File: src/rtl/ssi_pkg.sv
// constants, carriers and state codes for the synchronous serial line interface
package ssi_pkg;
	localparam int CLK_MHZ = 200;
	localparam int MAX_BAUD = 9600;
	localparam int DISC_MS = 150;
	localparam int DISC_CYC = DISC_MS * CLK_MHZ * 1000;
	localparam logic [7:0] DEV_ADDR = 8'h72;
	localparam logic [6:0] SYN_CODE = 7'h16;
	localparam logic [7:0] NUL_CHAR = 8'h00;
	localparam logic [7:0] CMD_RST = 8'h00;
	localparam logic [2:0] LAST_BIT = 3'h7;
	localparam logic [2:0] FIRST_BIT = 3'h0;
	localparam logic MARK = 1'b1;
	// status positions: the line's bit 0 is the byte's msb
	localparam int ST_OV = 7;
	localparam int ST_PF = 6;
	localparam int ST_SYNC = 5;
	localparam int ST_RING = 4;
	localparam int ST_BUSY = 3;
	localparam int ST_EX = 2;
	localparam int ST_COF = 1;
	localparam int ST_DU = 0;
	localparam int CM_IRQ_DISABLE_BIT = 7;
	localparam int CM_IRQ_ENABLE_BIT = 6;
	localparam int CM_PM = 5;
	localparam int CM_SSCH = 4;
	localparam int CM_DTR = 3;
	localparam int CM_HANGUP_CMD = 2;
	localparam int CM_WRT = 1;
	localparam int CM_READ = 0;
	typedef struct packed {
		logic rxd;
		logic rxc;
		logic txc;
		logic cts;
		logic dcd;
		logic dsr;
		logic ri;
	} ssi_line_s;
	// pin synchronisers restart at idle levels: clocks and data high, so no false edge
	localparam ssi_line_s LINE_IDLE = 7'h72;
	typedef struct packed {
		logic [7:0] addr;
		logic cmd;
		logic sts;
		logic wd;
		logic rd;
		logic [7:0] dout;
	} ssi_io_s;
	typedef enum logic [1:0] {
		RX_OFF = 2'b00,
		RX_HUNT = 2'b01,
		RX_ONE = 2'b10,
		RX_DATA = 2'b11
	} ssi_rx_e;
endpackage

File: src/rtl/ssi_sync_serial_iface.sv
// synchronous character serial line interface: processor port, serializer, deserializer
`timescale 1ns/1ps
module ssi_sync_serial_iface import ssi_pkg::*; #(
	parameter int DISC_CYCLES = DISC_CYC,
	parameter logic [7:0] MY_ADDR = DEV_ADDR
) (
	input wire logic mclk,
	input wire logic rst_n,
	input wire ssi_io_s io,
	input wire ssi_line_s line,
	output logic [7:0] io_din_r,
	output logic io_ack_r,
	output logic wr_ready,
	output logic irq_r,
	output logic txd_r,
	output logic rts_r,
	output logic dtr_r
);
	ssi_line_s ln1_r, ln2_r, ln3_r;
	logic hit, cmd_hit, sts_hit, wd_hit, rd_hit;
	logic fifo_valid, tx_pop;
	logic [7:0] fifo_data;
	// tx / rx group
	logic txd_nxt;
	logic [7:0] tx_sh_r, tx_sh_nxt, rx_sh_r, rx_sh_nxt, rx_data_r, rx_data_nxt, tx_word;
	logic [2:0] tx_bit_r, tx_bit_nxt, rx_bit_r, rx_bit_nxt;
	ssi_rx_e rx_st_r, rx_st_nxt;
	logic rx_full_r, rx_full_nxt;
	logic tx_run, tx_fall, tx_load, underrun, tx_par;
	logic rx_rise, rx_pok, rx_syn, rx_done, deliver;
	logic [7:0] rx_new;
	// control / flag group
	logic wrt_r, wrt_nxt, ssch_r, ssch_nxt, pm_r, pm_nxt, read_r, read_nxt;
	logic pend_r, pend_nxt, ien_r, ien_nxt, dtren_r, dtren_nxt;
	logic ov_r, ov_nxt, pf_r, pf_nxt, sync_r, sync_nxt, irq_q_r, irq_q_nxt;
	logic busy_r, cof_r, du_r, ring_r, busy_now, cof_now, ring_now, du_now;
	logic ov_set, pf_set, sync_set, sync_clr, disc_end, event_any;
	logic [31:0] disc_r, disc_nxt;
	logic [7:0] status, din_nxt;

	// link bit clocks and levels come from the far end's timing source
	always_ff @(posedge mclk) begin
		if (!rst_n) begin
			ln1_r <= LINE_IDLE;
			ln2_r <= LINE_IDLE;
			ln3_r <= LINE_IDLE;
		end else begin
			ln1_r <= line;
			ln2_r <= ln1_r;
			ln3_r <= ln2_r;
		end
	end

	assign hit = (io.addr == MY_ADDR);
	assign cmd_hit = io.cmd & hit;
	assign sts_hit = io.sts & hit;
	assign wd_hit = io.wd & hit;
	assign rd_hit = io.rd & hit;

	ssi_buf2 #(.WIDTH(8), .DEPTH(2)) u_txbuf (
		.mclk(mclk),
		.rst_n(rst_n),
		.in_valid(wd_hit),
		.in_data(io.dout),
		.in_ready(wr_ready),
		.out_valid(fifo_valid),
		.out_data(fifo_data),
		.out_ready(tx_pop)
	);

	// serializer: bit rate is whatever the far end clocks, nothing local
	assign tx_run = wrt_r & ssch_r & ln2_r.cts;
	assign tx_fall = ln3_r.txc & ~ln2_r.txc;
	assign tx_load = tx_fall & tx_run & (tx_bit_r == FIRST_BIT);
	assign tx_pop = tx_load & fifo_valid;
	assign underrun = tx_load & ~fifo_valid;
	assign tx_par = pm_r ? ~^tx_word[6:0] : ^tx_word[6:0];

	always_comb begin
		tx_word = fifo_valid ? fifo_data : NUL_CHAR;
	end

	// deserializer, lsb first, parity bit last
	assign rx_rise = ~ln3_r.rxc & ln2_r.rxc;
	assign rx_new = {ln2_r.rxd, rx_sh_r[7:1]};
	assign rx_pok = ((^rx_new) == pm_r);
	assign rx_syn = (rx_new[6:0] == SYN_CODE) & rx_pok;
	assign rx_done = rx_rise & rx_st_r[1] & (rx_bit_r == LAST_BIT);
	assign deliver = rx_done & (rx_st_r == RX_DATA);

	always_comb begin
		txd_nxt = txd_r;
		tx_sh_nxt = tx_sh_r;
		tx_bit_nxt = tx_bit_r;
		if (tx_fall && tx_bit_r != FIRST_BIT) begin
			txd_nxt = tx_sh_r[0];
			tx_sh_nxt = {1'b0, tx_sh_r[7:1]};
			tx_bit_nxt = 3'(tx_bit_r + 1'b1);
		end else if (tx_load) begin
			// next character starts on the edge after the last bit: no gap
			txd_nxt = tx_word[0];
			tx_sh_nxt = {1'b0, tx_par, tx_word[6:1]};
			tx_bit_nxt = 3'(FIRST_BIT + 1'b1);
		end else if (!tx_run && tx_bit_r == FIRST_BIT) begin
			txd_nxt = MARK;
		end
		rx_sh_nxt = rx_rise ? rx_new : rx_sh_r;
		rx_bit_nxt = rx_bit_r;
		rx_st_nxt = rx_st_r;
		if (rx_rise && rx_st_r[1]) begin
			rx_bit_nxt = 3'(rx_bit_r + 1'b1);
		end
		case (rx_st_r)
			RX_OFF: rx_st_nxt = RX_OFF;
			RX_HUNT: begin
				if (rx_rise && rx_syn) begin
					rx_st_nxt = RX_ONE;
					rx_bit_nxt = FIRST_BIT;
				end
			end
			RX_ONE: begin
				if (rx_done) begin
					rx_st_nxt = rx_syn ? RX_DATA : RX_HUNT;
				end
			end
			RX_DATA: rx_st_nxt = RX_DATA;
			default: rx_st_nxt = RX_OFF;
		endcase
		if (cmd_hit && io.dout[CM_READ]) begin
			rx_st_nxt = io.dout[CM_SSCH] ? RX_HUNT : RX_DATA;
			rx_bit_nxt = FIRST_BIT;
		end
		if (!read_nxt) begin
			rx_st_nxt = RX_OFF;
		end
		rx_data_nxt = deliver ? {1'b0, rx_new[6:0]} : rx_data_r;
		rx_full_nxt = deliver | (rx_full_r & ~rd_hit);
	end

	always_ff @(posedge mclk) begin
		if (!rst_n) begin
			txd_r <= MARK;
			tx_sh_r <= '0;
			tx_bit_r <= FIRST_BIT;
			rx_sh_r <= '0;
			rx_bit_r <= FIRST_BIT;
			rx_st_r <= RX_OFF;
			rx_data_r <= '0;
			rx_full_r <= 1'b0;
		end else begin
			txd_r <= txd_nxt;
			tx_sh_r <= tx_sh_nxt;
			tx_bit_r <= tx_bit_nxt;
			rx_sh_r <= rx_sh_nxt;
			rx_bit_r <= rx_bit_nxt;
			rx_st_r <= rx_st_nxt;
			rx_data_r <= rx_data_nxt;
			rx_full_r <= rx_full_nxt;
		end
	end

	// flags and modem levels
	assign busy_now = (wrt_r & ~ln2_r.cts) | (tx_bit_r != FIRST_BIT) | (disc_r != '0);
	assign cof_now = ~ln2_r.dcd & ~rts_r;
	assign ring_now = ln2_r.ri;
	assign du_now = ~ln2_r.dsr;
	assign ov_set = underrun | (deliver & rx_full_r & ~rd_hit);
	assign pf_set = rx_done & ~rx_pok;
	assign sync_set = (rx_rise & rx_syn & (rx_st_r == RX_HUNT)) | (rx_done & rx_syn);
	assign sync_clr = rx_done & ~rx_syn;
	assign disc_end = (disc_r == 32'h0000_0001);
	assign event_any = (ov_set & ~ov_r) | (pf_set & ~pf_r) | (sync_set & ~sync_r)
		| (ring_now & ~ring_r) | (busy_r & ~busy_now) | (cof_now ^ cof_r)
		| (du_now & ~du_r) | disc_end;

	always_comb begin
		status = '0;
		status[ST_OV] = ov_r;
		status[ST_PF] = pf_r;
		status[ST_SYNC] = sync_r;
		status[ST_RING] = ring_now;
		status[ST_BUSY] = busy_now;
		status[ST_EX] = ov_r | pf_r | ring_now;
		status[ST_COF] = cof_now;
		status[ST_DU] = du_now;
	end

	always_comb begin
		wrt_nxt = wrt_r;
		ssch_nxt = ssch_r;
		pm_nxt = pm_r;
		read_nxt = read_r;
		pend_nxt = pend_r;
		ien_nxt = ien_r;
		dtren_nxt = dtren_r;
		disc_nxt = (disc_r != '0) ? 32'(disc_r - 1'b1) : disc_r;
		if (cmd_hit) begin
			wrt_nxt = io.dout[CM_WRT];
			ssch_nxt = io.dout[CM_SSCH];
			pm_nxt = io.dout[CM_PM];
			dtren_nxt = io.dout[CM_DTR];
			if (io.dout[CM_IRQ_DISABLE_BIT]) begin
				ien_nxt = 1'b0;
			end
			if (io.dout[CM_IRQ_ENABLE_BIT]) begin
				ien_nxt = 1'b1;
			end
			if (io.dout[CM_READ]) begin
				read_nxt = 1'b1;
				pend_nxt = 1'b0;
			end else if (read_r && tx_bit_r != FIRST_BIT) begin
				pend_nxt = 1'b1;
			end else begin
				read_nxt = 1'b0;
			end
			if (io.dout[CM_HANGUP_CMD] && dtr_r) begin
				disc_nxt = 32'(DISC_CYCLES);
			end
		end else if (pend_r && tx_bit_r == FIRST_BIT) begin
			read_nxt = 1'b0;
			pend_nxt = 1'b0;
		end
		// a setting event in the clearing cycle wins
		ov_nxt = ov_set | (ov_r & ~cmd_hit);
		pf_nxt = pf_set | (pf_r & ~cmd_hit);
		sync_nxt = sync_set | (sync_r & ~cmd_hit & ~sync_clr);
		irq_q_nxt = event_any | (irq_q_r & ~sts_hit);
		din_nxt = io_din_r;
		if (sts_hit) begin
			din_nxt = status;
		end else if (rd_hit) begin
			din_nxt = rx_data_r;
		end
	end

	always_ff @(posedge mclk) begin
		if (!rst_n) begin
			wrt_r <= CMD_RST[CM_WRT];
			ssch_r <= CMD_RST[CM_SSCH];
			pm_r <= CMD_RST[CM_PM];
			read_r <= CMD_RST[CM_READ];
			pend_r <= 1'b0;
			ien_r <= 1'b0;
			dtren_r <= CMD_RST[CM_DTR];
			disc_r <= '0;
			ov_r <= 1'b0;
			pf_r <= 1'b0;
			sync_r <= 1'b0;
			irq_q_r <= 1'b0;
			busy_r <= 1'b0;
			cof_r <= 1'b0;
			du_r <= 1'b0;
			ring_r <= 1'b0;
			io_din_r <= '0;
			io_ack_r <= 1'b0;
			irq_r <= 1'b0;
			rts_r <= 1'b0;
			dtr_r <= 1'b0;
		end else begin
			wrt_r <= wrt_nxt;
			ssch_r <= ssch_nxt;
			pm_r <= pm_nxt;
			read_r <= read_nxt;
			pend_r <= pend_nxt;
			ien_r <= ien_nxt;
			dtren_r <= dtren_nxt;
			disc_r <= disc_nxt;
			ov_r <= ov_nxt;
			pf_r <= pf_nxt;
			sync_r <= sync_nxt;
			irq_q_r <= irq_q_nxt;
			busy_r <= busy_now;
			cof_r <= cof_now;
			du_r <= du_now;
			ring_r <= ring_now;
			io_din_r <= din_nxt;
			io_ack_r <= cmd_hit | sts_hit | rd_hit | (wd_hit & wr_ready);
			irq_r <= irq_q_nxt & ien_nxt;
			rts_r <= wrt_nxt;
			// hang-up drops the terminal-ready lead for the whole count
			dtr_r <= dtren_nxt & (disc_nxt == '0);
		end
	end
endmodule

File: src/rtl/ssi_buf2.sv
// small valid/ready buffer holding transmit bytes ahead of the serializer
`timescale 1ns/1ps
module ssi_buf2 import ssi_pkg::*; #(
	parameter int WIDTH = 8,
	parameter int DEPTH = 2
) (
	input wire logic mclk,
	input wire logic rst_n,
	input wire logic in_valid,
	input wire logic [WIDTH-1:0] in_data,
	output logic in_ready,
	output logic out_valid,
	output logic [WIDTH-1:0] out_data,
	input wire logic out_ready
);
	localparam int AW = (DEPTH > 1) ? $clog2(DEPTH) : 1;
	localparam int CW = $clog2(DEPTH + 1);
	localparam logic [AW-1:0] PTR_LAST = AW'(DEPTH - 1);
	localparam logic [CW-1:0] CNT_FULL = CW'(DEPTH);
	logic [WIDTH-1:0] mem_r [DEPTH];
	logic [AW-1:0] wp_r, wp_nxt, rp_r, rp_nxt;
	logic [CW-1:0] cnt_r, cnt_nxt;
	logic push, pop;

	assign push = in_valid & in_ready;
	assign pop = out_valid & out_ready;
	assign out_data = mem_r[rp_r];

	always_comb begin
		wp_nxt = wp_r;
		rp_nxt = rp_r;
		cnt_nxt = cnt_r;
		if (push) begin
			wp_nxt = (wp_r == PTR_LAST) ? '0 : AW'(wp_r + 1'b1);
		end
		if (pop) begin
			rp_nxt = (rp_r == PTR_LAST) ? '0 : AW'(rp_r + 1'b1);
		end
		if (push && !pop) begin
			cnt_nxt = CW'(cnt_r + 1'b1);
		end else if (pop && !push) begin
			cnt_nxt = CW'(cnt_r - 1'b1);
		end
	end

	always_ff @(posedge mclk) begin
		if (!rst_n) begin
			wp_r <= '0;
			rp_r <= '0;
			cnt_r <= '0;
			in_ready <= 1'b0;
			out_valid <= 1'b0;
		end else begin
			wp_r <= wp_nxt;
			rp_r <= rp_nxt;
			cnt_r <= cnt_nxt;
			in_ready <= (cnt_nxt != CNT_FULL);
			out_valid <= (cnt_nxt != '0);
		end
		if (push) begin
			mem_r[wp_r] <= in_data;
		end
	end
endmodule

File: config.mk
export PLATFORM = sky130hd
export DESIGN_NAME = ssi_sync_serial_iface
export DESIGN_NICKNAME = d
export VERILOG_FILES = /design/src/rtl/ssi_pkg.sv /design/src/rtl/ssi_sync_serial_iface.sv /design/src/rtl/ssi_buf2.sv
export SDC_FILE = /design/constraint.sdc
export NUM_CORES = 1
export LEC_CHECK = 0
export BUFFER_PORTS_ARGS = -buffer_cell sky130_fd_sc_hd__buf_2
export CAP_MARGIN = 20
export CELL_PAD_IN_SITES_DETAIL_PLACEMENT = 1
export CELL_PAD_IN_SITES_GLOBAL_PLACEMENT = 2
export CORE_MARGIN = 2
export CORE_UTILIZATION = 35
export CTS_BUF_LIST = sky130_fd_sc_hd__clkbuf_8
export DETAILED_ROUTE_END_ITERATION = 12
export PLACE_DENSITY_LB_ADDON = 0.08
export SLEW_MARGIN = 20
export SYNTH_ARGS = -nofsm -noshare
export SYNTH_HDL_FRONTEND = slang
export SYNTH_SLANG_ARGS = --single-unit
File: constraint.sdc
create_clock -name mclk -period 2.65 [get_ports mclk]
set_clock_uncertainty 0.05 [all_clocks]
set_input_delay 0.265 -clock mclk [delete_from_list [all_inputs] [get_ports mclk]]
set_output_delay 0.265 -clock mclk [all_outputs]
set_load 0.005 [all_outputs]
# Word-level counts from Yosys, hierarchy flattened
# Memories as Yosys holds them, arrays and structs flattened. A register that Yosys moved wholly into a read port is not among the register bits.
# Index checks and enable logic that the tools add are counted.
# W data, S select, Z words.
[word_totals]
ff_bits = 112
elab_cells = 225
out_inout_bits = 14
mem_count = 1
ram_bits = 16
[memory_table]
columns = ["name", "depth", "width", "rd", "rd_ports_with_merged_regs", "write_ports", "line", "text"]
rows = [
  ["u_txbuf.mem_r", 2, 8, 1, 1, 1, "ssi_buf2.sv:20", "logic [WIDTH-1:0] mem_r [DEPTH];"],
]
[op_classes]
n_mux = 43
n_addsub = 7
n_eq_ne = 12
reduce_logical = 30
bitwise = 83
[ops]
columns = ["operator", "n"]
rows = [
  ["$mux W32", 3],
  ["$and A1 B1 Y1", 41],
  ["$eq A32 B1 Y1 const B", 1],
  ["$logic_not A32 Y1", 1],
  ["$reduce_bool A32 Y1", 1],
  ["$sub A32 B1 Y32 const B", 1],
  ["$mux W1", 22],
  ["$mux W7", 3],
  ["$or A1 B1 Y1", 21],
  ["$not A1 Y1", 20],
  ["$mux W8", 2],
  ["$mux W3", 5],
  ["$mux W2", 7],
  ["$logic_and A1 B1 Y1", 10],
  ["$eq A8 B7 Y1 const B", 1],
  ["$pmux W2 S4", 1],
  ["$reduce_bool A2 Y1", 4],
  ["$reduce_xor A8 Y1", 1],
  ["$eq A7 B5 Y1 const B", 1],
  ["$reduce_xnor A7 Y1", 1],
  ["$reduce_xor A7 Y1", 1],
  ["$add A3 B1 Y3 const B", 2],
  ["$ne A3 B3 Y1 const B", 2],
  ["$reduce_and A2 Y1", 3],
  ["other kinds (15)", 20],
]

# Logic depth before layout (Yosys ltp)
[depth]
word_depth = 18
ltp_mapped = 10
mapped_depth_nobuf = 9

# By module
# Synthesis repeated with hierarchy kept, for this count alone.
[hier_totals]
hier_cells = 606
hier_area_um2 = 5769.3
[by_module_without_submodules]
columns = ["module", "seq_area_each_um2", "n_inst", "area_per_inst_um2", "cells_per_inst"]
rows = [
  ["ssi_sync_serial_iface", 2102.0, 1, 4868.4, 548],
  ["ssi_buf2", 620.6, 1, 900.9, 58],
]

# Worst setup path after synthesis
# OpenSTA, ideal clock, no wires.
[synth_path]
path_type = "flip-flop to flip-flop"
startpoint = "register disc_r[0]"
endpoint = "register dtr_r"
stages_incl_launch_ff = 11
arrival_ns = 2.482
period_less_slack_ns = 2.635
slack_ns = 0.015
setup_ns = 0.103
required_time_ns = 2.497
cell_sequence = "dfxtp_1 -> inv_1 -> ha_1 -> nor3b_2 -> nand4_2 -> or3_1 -> buf_6 -> mux2i_1 -> a2111oi_2 -> o2111ai_1 -> a2111oi_2"
[synth_between]
elab_chain_cells = 6
word_cells_on_any_way = 7
[synth_rtl]
columns = ["element", "line", "text"]
rows = [
  ["start: declaration", "ssi_sync_serial_iface.sv:38", "logic [31:0] disc_r, disc_nxt;"],
  ["start signal: assignment", "ssi_sync_serial_iface.sv:267", "disc_r <= disc_nxt;"],
  ["$sub A32 B1 Y32 / $reduce_bool A32 Y1 (equally long branches)", "ssi_sync_serial_iface.sv:196", "disc_nxt = (disc_r != '0) ? 32'(disc_r - 1'b1) : disc_r;"],
  ["$mux W32 (*)", "ssi_sync_serial_iface.sv:196", ""],
  ["$mux W32", "ssi_sync_serial_iface.sv:216", "if (io.dout[CM_HANGUP_CMD] && dtr_r) begin"],
  ["$mux W32 (*)", "ssi_sync_serial_iface.sv:197", "if (cmd_hit) begin"],
  ["$logic_not A32 Y1 (*)", "ssi_sync_serial_iface.sv:281", "dtr_r <= dtren_nxt & (disc_nxt == '0);"],
  ["$and A1 B1 Y1 (*)", "ssi_sync_serial_iface.sv:281", ""],
  ["end signal: assignment", "ssi_sync_serial_iface.sv:281", ""],
  ["end: declaration", "ssi_sync_serial_iface.sv:17", "output logic dtr_r"],
]
# Mark *: on every way between the ends. The rest lies on a longest branch, timed or not.
# A chain may end at the register's enable or synchronous reset.

# Worst setup path after layout
# Ends and elaborated chain as after synthesis.

==> out/results.tsv <==
stage	metric	value	unit
pwr	p_leak	2.83	nW
timing	whs	0.0418	ns
worst_hold_path	hold_path_depth	1	
finish	fin_nets	754	
critical_path	worst_path_dominant_cell_family	compound AO/OA/AOI/OAI gates	
finish	drive_gt1_frac	0.209	
synth	ys_seq_area_frac	0.456	
timing	max_slew_margin	0.526	
drt	route.detailed.drc	0	
synth	synth_edf_count	14	
critical_path	r2r_slack	0.06	ns
timing	maxSlewViolCount	0	
drt	drt_wl_total	16.8	mm
timing	fin_crit	2.59	ns
drt	drt-pass1-iter-count	4	
timing	hold_violations	0	
pwr	switchingPower	2.92	mW
timing	setup_ws	0.0628	ns
grt	grt_pass1_wl	26.9	mm
cts	cts_sinks	126	
cts	path_clk_slew	0.09	ns
critical_path	crit_chain	inv_1 > ha_2 > nor3b_4 > nand4_2 > or3_1 > mux2i_2 > a2111oi_4 > o2111ai_2 > a2111oi_2	
cts	clkLatencyLatePin	0.45	ns
finish	antenna_cells	0	
critical_path	critPathLaunchType	flop	
critical_path	critical_path_required	2.95	ns
placement	gp_congestion	0.947	
pwr	power_density	1030	nW/um2
timing	fmax	387	MHz
run	drv_cap	0	
critical_path	ff2ff_path_depth	9	
finish	area_delta_synth_final	21.6	%
cts	cts_buffers	17	
drt	vias_per_cell	5.09	
cts	cts_tree	built	
critical_path	cp_max_fo	2	
critical_path	r2r_end	dtr_r	
worst_hold_path	hp-start	io[4]	
drt	drtIter0Drc	247	
floorplan	die_y	133	um
floorplan	core_area	16500	um2
pwr	peakVddDrop	596	uV
cts	postCtsSetupBuffers	0	
finish	fin_cells	949	
worst_hold_path	min_path_type	input pin to flop	
grt	grt_util_all_layers	0.196	
floorplan	die_width	133	um
status	status	completed	
synth	netlist_instances	632	
cts	cts_max_level	4	
critical_path	r2r_start	disc_r[0]	
worst_hold_path	hold_end	u_txbuf.mem_r[0][4]	
placement	io_buffers	42	
synth	synth_cell_types	68	
pwr	pwr-share-seq	0.330	
pwr	swShare	0.400	
pwr	p_comb_frac	0.420	
drt	antenna_left	0	
timing	setup_viol	0	
cts	max-clock-path-buffers	2	
floorplan	num_io_pins	43	
synth	yosys_warnings	0	
timing	period_share	0.976	
drt	vias	4830	
critical_path	crit_path_top_delay_cell	or3_1	
cts	clockRootBuffer	clkbuf_8	
grt	first_global_vias	5017	
synth	synth_fp_nets	670	
grt	antenna_found_initial	0	
timing	max_slew.worst_pin.slew	0.710	ns
finish	mostFrequentLayoutCell	dfxtp_1	
critical_path	critPathKind	flop to flop	
pwr	p_int	4.37	mW
critical_path	crit_buf_inv	1	
pwr	power_frac_clock	0.250	
synth	synth.ff_latch_count	126	
finish	final_util	0.431	
floorplan	start_util	0.355	
finish	final_cell_mix	dfxtp_1, nand2_1, nor2_1	
critical_path	worstPathArrival	2.89	ns
drt	wl_per_cell	17.7	um
placement	dp_cells	904	
synth	synthArstFlopShare	0	
synth	synth_area	5840	um2
floorplan	dieArea	17700	um2
grt	grt_max_degree	53	
critical_path	end_kind	flop	
synth	avgSynthCellArea	9.24	um2
critical_path	cpPeakStageDelay	0.40	ns
placement	pre_cts_slack	-0.0751	ns
floorplan	rows	47	
synth	ys.flop_type	dfxtp_1	
placement	hpwl	12.4	mm
grt	overflow	0	
timing	rsz0062_at_grt	yes	
stage by stage:
step / instance area, um2 / total power, mW / setup TNS [ns]
after floorplan: 5840 / 4.23 / 0
after global placement: 6490 / 5.30 / -0.0361
after detailed placement: 6490 / 5.29 / -0.158
after CTS: 7030 / 7.17 / 0
after global routing: 7100 / 7.75 / -0.157
final: 7100 / 7.29 / 0
final cells by class:
type,instances,area [um2]
tap,220,275
sequential,126,2660
clock inverter,15,185
multi-input combinational,464,3040
inverter,12,45.0
clock buffer,17,234
fill,1951,9370
timing repair buffer,95,653
registers in the layout, indices dropped and copies added, names as in the netlist, 3 cells and up, named ones only:
name,cells
rx_data_r,7
ln1_r,7
tx_bit_r,3
u_txbuf.mem_r,14
rx_bit_r,3
rx_sh_r,7
ln2_r,6
tx_sh_r,7
disc_r,32
io_din_r,8
cell usage after synthesis, types with 12 or more instances:
master,n,share of area
a21boi_0,23,0.030
a21oi_1,26,0.022
and2_1,17,0.018
clkbuf_1,25,0.016
dfxtp_1,112,0.38
edfxtp_1,14,0.072
inv_1,12,0.0077
nand2_1,71,0.046
nand2b_1,20,0.021
nand3_1,26,0.022
nor2_1,46,0.030
nor2b_1,30,0.032
nor3_1,21,0.018
nor4_1,12,0.013
o21ai_0,21,0.018
xnor2_1,25,0.037
xor2_1,13,0.019
routing by layer:
| metal | track usage | up-vias | routed length [um] |
|---|---|---|---|
| met5 | 0 | - | 0 |
| met4 | 0.0538 | 0 | 222 |
| met3 | 0.0430 | 16 | 384 |
| met2 | 0.337 | 47 | 8290 |
| met1 | 0.248 | 2377 | 7900 |
| li1 | - | 2390 | - |
cell families after synthesis:
group | share of synthesized area
buffers and inverters | 0.0338
DFF | 0.456
and+or+nand+nor | 0.267
adders and majority gates | 0.0193
muxes | 0.0291
xor gates and xnor gates | 0.0636
AOI/OAI and AO/OA | 0.131
worst register-to-register path: cells and delay by family, from the launching register on:
kind | cells | cell delay (ns)
buffers and inverters | 1 | 0.11
and+or+nand+nor | 3 | 0.73
AOI/OAI and AO/OA | 3 | 0.87
muxes | 1 | 0.23
adders and majority gates | 1 | 0.19
DFF | 1 | 0.32
timing repair:
| item | CTS | global route |
|---|---|---|
| gates resized for setup | 1 | 13 |
| hold buffers | 12 | 1 |
| hold endpoints to repair | 17 | 2 |
| pin swaps | 0 | 2 |
| setup endpoints to repair | 1 | 6 |
power groups by stage:
stage | Clock (mW) | Combinational (mW) | Sequential (mW)
2_1_floorplan | 0 | 1.86 | 2.37
3_3_place_gp | 0 | 2.88 | 2.43
3_5_place_dp | 0 | 2.87 | 2.43
4_1_cts | 1.86 | 2.92 | 2.39
5_1_grt | 1.97 | 3.35 | 2.43
6_report | 1.83 | 3.06 | 2.40
worst max-delay path by stage:
stage / startpoint / end / slack (ns) / cells past startpoint
after floorplan: disc_r[0] / dtr_r / 0.01 / 10
final: disc_r[0] / dtr_r / 0.06 / 9
after CTS: disc_r[12] / dtr_r / 0.02 / 7
after global placement: io[12] / irq_r / -0.02 / 9
after global routing: disc_r[12] / dtr_r / -0.1 / 7
after detailed placement: io[12] / dtr_r / -0.08 / 8
Note: power is estimated with default switching activity, not from simulation.
